==> src/design/bpu_status_map.svh <==
// Register offsets, field positions and reset values of the biphase status block
`ifndef BPU_STATUS_MAP_SVH
`define BPU_STATUS_MAP_SVH

// Register offsets
`define BPU_OFS_DATA 12'hF40
`define BPU_OFS_STATUS 12'hF41
`define BPU_OFS_CTRL 12'hF43
`define BPU_OFS_MODE 12'hF44
`define BPU_OFS_INT_STAT 12'hF48
`define BPU_OFS_INT_MASK 12'hF49

// Status field positions
`define BPU_ST_RDA 7
`define BPU_ST_BPE 6
`define BPU_ST_OVR 5
`define BPU_ST_FRM 4
`define BPU_ST_BUS_COLLISION_FLAG 3
`define BPU_ST_TX_HOLDING_EMPTY 2
`define BPU_ST_TXE 1
`define BPU_ST_CTS 0

// Control field positions
`define BPU_CT_BIPHASE_CHECK_ENABLE 0
`define BPU_CT_MULTI 1
`define BPU_CT_LOOP 2
`define BPU_CT_FLOW 3

// Mode select field
`define BPU_PROTOCOL_MODE_SELECT_HI 7
`define BPU_PROTOCOL_MODE_SELECT_LO 5
`define BPU_PROTOCOL_MODE_SELECT_BIPHASE 3'h4

// Reset values
`define BPU_CTRL_RST 8'h00
`define BPU_MODE_RST 3'h0
`define BPU_MASK_RST 8'h00
`define BPU_TX_HOLDING_EMPTY_RST 1'h1
`define BPU_TXE_RST 1'h1
`define BPU_FLAG_RST 8'h00
`define BPU_RDATA_IDLE 8'h00

`endif

==> src/design/bpu_pkg.sv <==
// Shared types of the biphase status block
package bpu_pkg;
  typedef logic [7:0] bpu_byte_t;
  typedef logic [11:0] bpu_addr_t;
  typedef logic [2:0] bpu_protocol_mode_select_t;
  typedef struct packed {
    logic flow_gate_enable;
    logic loopback_enable;
    logic multi_byte_rx_enable;
    logic biphase_check_enable;
  } bpu_ctrl_t;
endpackage : bpu_pkg

==> src/design/bpu_flag_if.sv <==
// Carrier between the status logic and a bank of sticky flags
`timescale 1ns/10ps
interface bpu_flag_if;
  bpu_pkg::bpu_byte_t set;
  bpu_pkg::bpu_byte_t clr;
  bpu_pkg::bpu_byte_t q;
  modport owner (input set, input clr, output q);
  modport user (output set, output clr, input q);
endinterface : bpu_flag_if

==> src/design/bpu_sticky.sv <==
// Bank of eight sticky flags, set beats clear
`timescale 1ns/10ps
`include "bpu_status_map.svh"
module bpu_sticky (
  input wire logic clk,
  input wire logic rst,
  bpu_flag_if.owner flags
);

  bpu_pkg::bpu_byte_t flag_q;
  bpu_pkg::bpu_byte_t flag_d;

  ////////////////////////////////////////////////////////////////////////////
  // Next value per bit; an event in the clearing cycle is kept
  genvar i;
  generate
    for (i = 0; i < 8; i = i + 1)
    begin : g_bit
      assign flag_d[i] = flags.set[i] | (flag_q[i] & ~flags.clr[i]);
    end
  endgenerate

  always_ff @(posedge clk)
  begin
    if (rst)
    begin
      flag_q <= `BPU_FLAG_RST;
    end
    else
    begin
      flag_q <= flag_d;
    end
  end

  assign flags.q = flag_q;

endmodule : bpu_sticky

==> src/design/bpu_status.sv <==
// Status flags, control and register port of the serial port in biphase mode
`timescale 1ns/10ps
`include "bpu_status_map.svh"

// Functional notes
// - A byte placed in the receive data register raises rx_byte_available; reading it drops it.
// - A half-bit phase error sets the biphase error flag only when checking is on; data read clears.
// - A byte arriving before the previous one was read sets overrun; a data read clears it.
// - A missing stop bit sets the framing flag only with multi-byte reception off; read clears.
// - A detected bus collision sets the collision flag; a receive data read clears it.
// - Holding-empty stays high while a byte can be taken, drops on a write; no write while low.
// - The shifter-empty flag is 1 once the character is fully sent and 0 while shifting.
// - Bit 0 returns the live clear-to-send level on every read and has no reset value.
// - With loopback on, the receive-available level stands in for the clear-to-send input.
// - Clear-to-send gates transmission only while the flow gate enable is 1.
// - This status layout and its control register appear only with mode select at 3'b100.
module bpu_status (
  input wire logic clk,
  input wire logic rst,
  // Register port
  input wire bpu_pkg::bpu_addr_t reg_addr,
  input wire bpu_pkg::bpu_byte_t reg_wdata,
  input wire logic reg_wr,
  input wire logic reg_rd,
  output bpu_pkg::bpu_byte_t reg_rdata,
  // Receive datapath
  input wire logic rx_byte_valid,
  input wire bpu_pkg::bpu_byte_t rx_byte_data,
  input wire logic rx_phase_error,
  input wire logic rx_stop_missing,
  input wire logic rx_collision,
  // Transmit datapath
  input wire logic tx_take,
  input wire logic tx_shift_busy,
  output bpu_pkg::bpu_byte_t tx_byte_data,
  output logic tx_byte_pending,
  output logic tx_permit,
  output logic loopback_active,
  // Line and system
  input wire logic cts_n,
  output logic irq
);

  ////////////////////////////////////////////////////////////////////////////
  // Declarations
  bpu_pkg::bpu_ctrl_t ctrl_q;
  bpu_pkg::bpu_protocol_mode_select_t protocol_mode_select_q;
  bpu_pkg::bpu_byte_t int_mask_q;
  bpu_pkg::bpu_byte_t rx_data_q;
  bpu_pkg::bpu_byte_t tx_data_q;
  bpu_pkg::bpu_byte_t reg_rdata_q;
  bpu_pkg::bpu_byte_t read_mux;
  bpu_pkg::bpu_byte_t status_now;
  bpu_pkg::bpu_byte_t status_prev_q;
  bpu_pkg::bpu_byte_t err_set;
  bpu_pkg::bpu_byte_t int_set;
  bpu_pkg::bpu_byte_t int_clr;
  logic rda_q;
  logic tx_holding_empty_q;
  logic txe_q;
  logic tx_permit_q;
  logic loop_q;
  logic irq_q;
  logic mode_ok;
  logic sel_data;
  logic sel_status;
  logic sel_ctrl;
  logic sel_mode;
  logic sel_int_stat;
  logic sel_int_mask;
  logic data_rd;
  logic data_wr;
  logic cts_level;

  bpu_flag_if err_if ();
  bpu_flag_if int_if ();

  ////////////////////////////////////////////////////////////////////////////
  // Address decode
  assign sel_data = (reg_addr == `BPU_OFS_DATA);
  assign sel_status = (reg_addr == `BPU_OFS_STATUS);
  assign sel_ctrl = (reg_addr == `BPU_OFS_CTRL);
  assign sel_mode = (reg_addr == `BPU_OFS_MODE);
  assign sel_int_stat = (reg_addr == `BPU_OFS_INT_STAT);
  assign sel_int_mask = (reg_addr == `BPU_OFS_INT_MASK);

  assign mode_ok = (protocol_mode_select_q == `BPU_PROTOCOL_MODE_SELECT_BIPHASE);
  assign data_rd = reg_rd & sel_data;
  // A write while the holding register is full would destroy a byte
  assign data_wr = reg_wr & sel_data & tx_holding_empty_q;

  ////////////////////////////////////////////////////////////////////////////
  // Mode select and control
  always_ff @(posedge clk)
  begin
    if (rst)
    begin
      protocol_mode_select_q <= `BPU_MODE_RST;
    end
    else if (reg_wr && sel_mode)
    begin
      protocol_mode_select_q <= reg_wdata[`BPU_PROTOCOL_MODE_SELECT_HI:`BPU_PROTOCOL_MODE_SELECT_LO];
    end
  end

  always_ff @(posedge clk)
  begin
    if (rst)
    begin
      ctrl_q <= bpu_pkg::bpu_ctrl_t'(`BPU_CTRL_RST);
    end
    else if (reg_wr && sel_ctrl && mode_ok)
    begin
      ctrl_q.biphase_check_enable <= reg_wdata[`BPU_CT_BIPHASE_CHECK_ENABLE];
      ctrl_q.multi_byte_rx_enable <= reg_wdata[`BPU_CT_MULTI];
      ctrl_q.loopback_enable <= reg_wdata[`BPU_CT_LOOP];
      ctrl_q.flow_gate_enable <= reg_wdata[`BPU_CT_FLOW];
    end
  end

  ////////////////////////////////////////////////////////////////////////////
  // Receive data register and available flag
  always_ff @(posedge clk)
  begin
    if (rst)
    begin
      rx_data_q <= `BPU_FLAG_RST;
    end
    else if (rx_byte_valid)
    begin
      // Newest byte wins; the lost one is reported as overrun
      rx_data_q <= rx_byte_data;
    end
  end

  always_ff @(posedge clk)
  begin
    if (rst)
    begin
      rda_q <= 1'b0;
    end
    else if (rx_byte_valid)
    begin
      rda_q <= 1'b1;
    end
    else if (data_rd)
    begin
      rda_q <= 1'b0;
    end
  end

  ////////////////////////////////////////////////////////////////////////////
  // Receive error flags
  always_comb
  begin
    err_set = 8'h00;
    err_set[`BPU_ST_BPE] = rx_phase_error & ctrl_q.biphase_check_enable;
    // A read in the same cycle counts as having taken the old byte
    err_set[`BPU_ST_OVR] = rx_byte_valid & rda_q & ~data_rd;
    err_set[`BPU_ST_FRM] = rx_stop_missing & ~ctrl_q.multi_byte_rx_enable;
    err_set[`BPU_ST_BUS_COLLISION_FLAG] = rx_collision;
  end

  assign err_if.set = err_set;
  assign err_if.clr = {8{data_rd}};

  bpu_sticky u_err (
    .clk (clk),
    .rst (rst),
    .flags (err_if.owner)
  );

  ////////////////////////////////////////////////////////////////////////////
  // Transmit holding register and flags
  always_ff @(posedge clk)
  begin
    if (rst)
    begin
      tx_data_q <= `BPU_FLAG_RST;
    end
    else if (data_wr)
    begin
      tx_data_q <= reg_wdata;
    end
  end

  always_ff @(posedge clk)
  begin
    if (rst)
    begin
      tx_holding_empty_q <= `BPU_TX_HOLDING_EMPTY_RST;
    end
    else if (data_wr)
    begin
      // Write beats take: the new byte must not be marked as sent
      tx_holding_empty_q <= 1'b0;
    end
    else if (tx_take)
    begin
      tx_holding_empty_q <= 1'b1;
    end
  end

  always_ff @(posedge clk)
  begin
    if (rst)
    begin
      txe_q <= `BPU_TXE_RST;
    end
    else
    begin
      txe_q <= ~tx_shift_busy;
    end
  end

  ////////////////////////////////////////////////////////////////////////////
  // Clear-to-send and flow gating
  // Active low pin: a 1 level holds the transmitter
  assign cts_level = ctrl_q.loopback_enable ? rda_q : cts_n;

  always_ff @(posedge clk)
  begin
    if (rst)
    begin
      tx_permit_q <= 1'b1;
    end
    else
    begin
      tx_permit_q <= ~ctrl_q.flow_gate_enable | ~cts_level;
    end
  end

  always_ff @(posedge clk)
  begin
    if (rst)
    begin
      loop_q <= 1'b0;
    end
    else
    begin
      loop_q <= ctrl_q.loopback_enable;
    end
  end

  ////////////////////////////////////////////////////////////////////////////
  // Status word
  always_comb
  begin
    status_now = err_if.q;
    status_now[`BPU_ST_RDA] = rda_q;
    status_now[`BPU_ST_TX_HOLDING_EMPTY] = tx_holding_empty_q;
    status_now[`BPU_ST_TXE] = txe_q;
    status_now[`BPU_ST_CTS] = cts_level;
  end

  ////////////////////////////////////////////////////////////////////////////
  // Interrupts: rising edge of any flag above the clear-to-send bit
  always_ff @(posedge clk)
  begin
    if (rst)
    begin
      status_prev_q <= {`BPU_FLAG_RST | 8'h06};
    end
    else
    begin
      status_prev_q <= status_now;
    end
  end

  always_comb
  begin
    int_set = status_now & ~status_prev_q;
    int_set[`BPU_ST_CTS] = 1'b0;
  end

  assign int_clr = (reg_wr && sel_int_stat) ? reg_wdata : 8'h00;
  assign int_if.set = int_set;
  assign int_if.clr = int_clr;

  bpu_sticky u_int (
    .clk (clk),
    .rst (rst),
    .flags (int_if.owner)
  );

  always_ff @(posedge clk)
  begin
    if (rst)
    begin
      int_mask_q <= `BPU_MASK_RST;
    end
    else if (reg_wr && sel_int_mask)
    begin
      int_mask_q <= reg_wdata;
    end
  end

  always_ff @(posedge clk)
  begin
    if (rst)
    begin
      irq_q <= 1'b0;
    end
    else
    begin
      irq_q <= |(int_if.q & int_mask_q);
    end
  end

  ////////////////////////////////////////////////////////////////////////////
  // Read mux; status writes fall through with no decode
  always_comb
  begin
    read_mux = `BPU_RDATA_IDLE;
    if (sel_data)
    begin
      read_mux = rx_data_q;
    end
    else if (sel_status && mode_ok)
    begin
      read_mux = status_now;
    end
    else if (sel_ctrl && mode_ok)
    begin
      read_mux = {4'h0, ctrl_q};
    end
    else if (sel_mode)
    begin
      // Mode status field belongs to other protocol layouts
      read_mux = {protocol_mode_select_q, 5'h00};
    end
    else if (sel_int_stat)
    begin
      read_mux = int_if.q;
    end
    else if (sel_int_mask)
    begin
      read_mux = int_mask_q;
    end
  end

  always_ff @(posedge clk)
  begin
    if (rst)
    begin
      reg_rdata_q <= `BPU_RDATA_IDLE;
    end
    else if (reg_rd)
    begin
      reg_rdata_q <= read_mux;
    end
    else
    begin
      reg_rdata_q <= `BPU_RDATA_IDLE;
    end
  end

  // no write to the status offset reaches the status flags

  ////////////////////////////////////////////////////////////////////////////
  // Outputs
  assign reg_rdata = reg_rdata_q;
  assign tx_byte_data = tx_data_q;
  assign tx_byte_pending = ~tx_holding_empty_q;
  assign tx_permit = tx_permit_q;
  assign loopback_active = loop_q;
  assign irq = irq_q;

endmodule : bpu_status

==> config.mk <==
export PLATFORM = sky130hd
export DESIGN_NAME = bpu_status
export DESIGN_NICKNAME = d
export VERILOG_FILES = /design/src/design/bpu_pkg.sv /design/src/design/bpu_flag_if.sv /design/src/design/bpu_sticky.sv /design/src/design/bpu_status.sv
export VERILOG_INCLUDE_DIRS = /design/src /design/src/design
export SDC_FILE = /design/constraint.sdc
export NUM_CORES = 1
export LEC_CHECK = 0
export BUFFER_PORTS_ARGS = -buffer_cell sky130_fd_sc_hd__buf_2
export CORE_ASPECT_RATIO = 0.7
export CORE_UTILIZATION = 50
export DETAILED_ROUTE_END_ITERATION = 8
export GPL_TIMING_DRIVEN = 0
export PLACE_DENSITY = 0.76
export RECOVER_POWER = 25
export SLEW_MARGIN = 40
export SYNTH_ARGS = -nofsm -noshare
export SYNTH_HDL_FRONTEND = slang
export SYNTH_HIERARCHICAL = 1
export SYNTH_SLANG_ARGS = --single-unit
==> constraint.sdc <==
create_clock -name clk -period 1.7 [get_ports clk]
set_input_delay 0.085 -clock clk [delete_from_list [all_inputs] [get_ports clk]]
set_output_delay 0.085 -clock clk [all_outputs]
set_load 0.01 [all_outputs]
==> implementation parameters <==
Parameter                              Value

Routing
  DRC violation count after routing ... 0
  Routed vias ... 2,723
  Average via count per standard cell ... 5.614
  Number of DRC markers in iteration 0 ... roughly 180
  Post-DR wirelength/cell ... 16.24 microns
  First-pass iteration count of the detailed router ... 5
  Antenna viol nets, final ... 0
  Wire length reported by the detailed router ... 7875 microns

Final layout
  Antenna Diode Count ... 0
  Post-route non-filler standard cell count ... 485
  Share of layout cells above drive strength 1 ... 24.15%
  Post-route cell area ... 3680 sq um
  Area of the multi-input gates ... 1580 sq um
  Sequential cell area ... between 1000 and 1500 sq um
  Fillers ... 478
  Area growth syn-to-layout ... 23.42%
  # nets final ... 445

CTS
  Number of buffers between clock root and the deepest sink ... 2
  Post-CTS repair timing setup buffer count ... 0
  Clock tree from TritonCTS ... done
  Clock slew at the register clock pins of the worst setup and hold paths ... 0.07 ns
  Level count of the clock H-tree ... 3
  Cts bufs inserted ... 9
  Clock Latency Late Sink ... 0.34 ns
  Number of clock sinks ... 64
  Root buffer selected by CTS ... sky130_fd_sc_hd__clkbuf_8

Placement
  Final GP Congestion ... between 0.9 and 1
  Post-Place Setup Slack ... -0.3695 ns
  Placed inst area ... ~3400 sq um
  Dpl cells ... about 460
  Detailed placer's ending HPWL ... 5706 microns
  Port Buffers ... 56

STA
  Final critical-path share of the clock period ... a little over nine tenths
  Highest clock rate ... 617.3 MHz
  Count of final hold-check violations ... 0
  Worst-case setup margin in the final layout ... 0.08011 ns
  Max Clock Skew ... a little under 0.005 ns
  Unrepaired setup endpoints after global routing ... false
  Final slew viol count ... 0
  Worst slew slack as a fraction of its limit ... a little under three fifths
  Measured slew at the worst slew-check pin ... between 0.6 and 0.7 ns
  Worst slack on hold paths ... around 0.0088 ns
  Setup violation total in the final timing report ... 0
  Time the worst path needs with I/O delays and setup ... about 1.6 ns

Power and ir drop
  Total power divided by cell area ... 847.0 nW/um^2
  Peak supply drop ... roughly 0.00065 V
  Standby leakage power ... 1.404 nW

Floorplanning
  Count of boundary I/O pins ... 59
  Number of core rows ... 23
  Die Outline Area ... approximately 6300 sq um
  Std-Cell Core Area ... 5727 sq um
  Initial core utilization ... 52.06%
  Die X ... approximately 94 microns
  Die height ... about 67 microns

Outcome
  Run status ... finished, final reports clean

Synth
  Syn nets ... ~370
  Synthesized area per cell ... slightly above 9 sq um
  Synthesized instance count ... about 330
  Netlist Area Pre-Place ... 2982 sq um
  Number of warning messages in the yosys log ... 6

GRT
  Met1 capacity usage during global routing ... 37.90%
  Met2 layer usage reported by global route ... 39.22%
  Initial antenna violation count ... 0
  Global route overflow ... 0
  GR Util All Layers ... 26.60%
  Maximum number of pins on one net before global-route repair ... 11
  Gr busiest metal ... met2
  Met3 usage in global routing ... 6.621%
  First-pass GRT wire length ... 12,230 microns
  Number of global-route vias before repair ... 2,445

Min path
  Worst Min Path Start ... reg_wdata[4]
  Hold crit path type ... input pin to flip-flop
  Number of cells on the worst hold path ... 3
  Terminating pin of the worst hold path ... tx_byte_data[4]

Setup path
  Capture instance of the worst register-to-register path ... reg_rdata[4]
  Required time of the critical path ... ~1.9 ns
  CP max stage cell ... sky130_fd_sc_hd__nor4b_4
  Critical path class ... input pin to flip-flop
  Critical Path Start Type ... input pin
  Crit path max fanout ... 8
  Ordered cell list for the critical path ... buf_2, nor4b_4, nand2_1, nor4_4, and2_1, nand2b_4, a21oi_2
  Arrival time reported for the critical path endpoint ... ~1.9 ns
  Slack of the worst reg-to-reg path ... 0.12 ns
  CP endpoint kind ... flip-flop
  FF-to-FF Start ... protocol_mode_select_q[1]
  FF-to-FF path depth ... 4
  CP max stage delay ... between 0.4 and 0.5 ns

Run
  Total of max-cap violations ... 0
-- cells in the final DEF, fill, tap and decap left out, types with 2 or more instances in the layout --
| master | count |
|---|---|
| sky130_fd_sc_hd__nor4b_4 | 2 |
| sky130_fd_sc_hd__buf_6 | 2 |
| sky130_fd_sc_hd__mux2_2 | 4 |
| sky130_fd_sc_hd__a22oi_1 | 5 |
| sky130_fd_sc_hd__dlygate4sd3_1 | 12 |
| sky130_fd_sc_hd__clkinv_2 | 3 |
| sky130_fd_sc_hd__clkbuf_1 | 28 |
| sky130_fd_sc_hd__nand4_1 | 3 |
| sky130_fd_sc_hd__or2_2 | 2 |
| sky130_fd_sc_hd__inv_1 | 17 |
| sky130_fd_sc_hd__a31oi_1 | 2 |
| sky130_fd_sc_hd__o21ai_0 | 20 |
| sky130_fd_sc_hd__nand2b_1 | 6 |
| sky130_fd_sc_hd__dfxtp_1 | 64 |
| sky130_fd_sc_hd__nand2_1 | 13 |
| sky130_fd_sc_hd__a21oi_2 | 12 |
| sky130_fd_sc_hd__nor4bb_1 | 2 |
| sky130_fd_sc_hd__o2111ai_1 | 3 |
| sky130_fd_sc_hd__and3_1 | 4 |
| sky130_fd_sc_hd__mux2i_1 | 12 |
| sky130_fd_sc_hd__nor2b_1 | 20 |
| sky130_fd_sc_hd__a221o_1 | 3 |
| sky130_fd_sc_hd__a21oi_1 | 22 |
| sky130_fd_sc_hd__nand2b_4 | 12 |
| sky130_fd_sc_hd__a2bb2oi_1 | 4 |
| sky130_fd_sc_hd__nor3b_1 | 2 |
| sky130_fd_sc_hd__nand3_1 | 26 |
| sky130_fd_sc_hd__buf_2 | 46 |
| sky130_fd_sc_hd__and2_1 | 11 |
| sky130_fd_sc_hd__a32oi_1 | 3 |
| sky130_fd_sc_hd__a41oi_1 | 2 |
| sky130_fd_sc_hd__nor2_1 | 18 |
| sky130_fd_sc_hd__clkbuf_8 | 10 |
-- layout make-up --
| class | instances | share of cell area [%] |
|---|---|---|
| multi-input combinational | 227 | 42.94 |
| sequential | 64 | 34.82 |
| timing repair buffer | 68 | 10.40 |
| clock buffer | 11 | 3.842 |
| tap | 75 | 2.550 |
| buffer | 19 | 2.482 |
| inverter | 17 | 1.734 |
| clock inverter | 4 | 1.224 |
-- worst max-delay path by stage --
stage | from | end | slack [ns] | cells after the start
after floorplan | reg_addr[5] | u_int/flags.q[4] | 0.09 | 6
after global placement | reg_addr[5] | u_int/flags.q[5] | -0.61 | 7
after detailed placement | reg_addr[5] | u_int/flags.q[7] | -0.37 | 7
after CTS | protocol_mode_select_q[1] | reg_rdata[4] | 0.06 | 4
after global routing | reg_addr[1] | reg_rdata[1] | 0.02 | 6
final | reg_addr[5] | u_int/flags.q[7] | 0.08 | 7
-- metrics by stage --
stage                     utilization [%]  setup TNS (ns)  power (mW)
after floorplan                         -               0       1.748
after global placement              58.60          -12.99       1.844
after detailed placement            58.82          -5.442       1.850
after CTS                           64.32               0       3.125
after global routing                64.26               0       3.228
final                               64.26               0       3.117
-- registers in the layout, indices dropped and copies added, names as in the netlist --
register and flops:
u_err/flags.q 4, tx_permit 1, protocol_mode_select_q 3, rda_q 1, ctrl_q 4, loopback_active 1
txe_q 1, reg_rdata 8, status_prev_q 7, u_int/flags.q 8, int_mask_q 8, irq 1
rx_data_q 8, tx_holding_empty_q 1, tx_byte_data 8
-- where the power goes --
group	switching, mW	internal (mW)
clock	0.565	0.702
combinational	0.146	0.134
sequential	0.0350	1.53
-- per-layer routing --
| layer | share of wire (%) | up-vias |
|---|---|---|
| met5 | 0 | - |
| met4 | 1.3 | 0 |
| met3 | 9.4 | 13 |
| met2 | 42 | 133 |
| met1 | 47 | 1270 |
| li1 | - | 1307 |
-- critical path, delay by kind of cell --
kind / cells / cell delay [ns]
buffers and inverters: 1 / 0.12
AND/OR/NAND/NOR: 5 / 1.59
AO/OA/AOI/OAI: 1 / 0.05
-- timing repair --
action                     CTS  global route
hold endpoints to repair    22             0
resized for setup            1             2
cloned                       0             0
hold buffers                12             0
setup endpoints to repair    2             3
No activity file was read; power rests on OpenSTA's default activity.
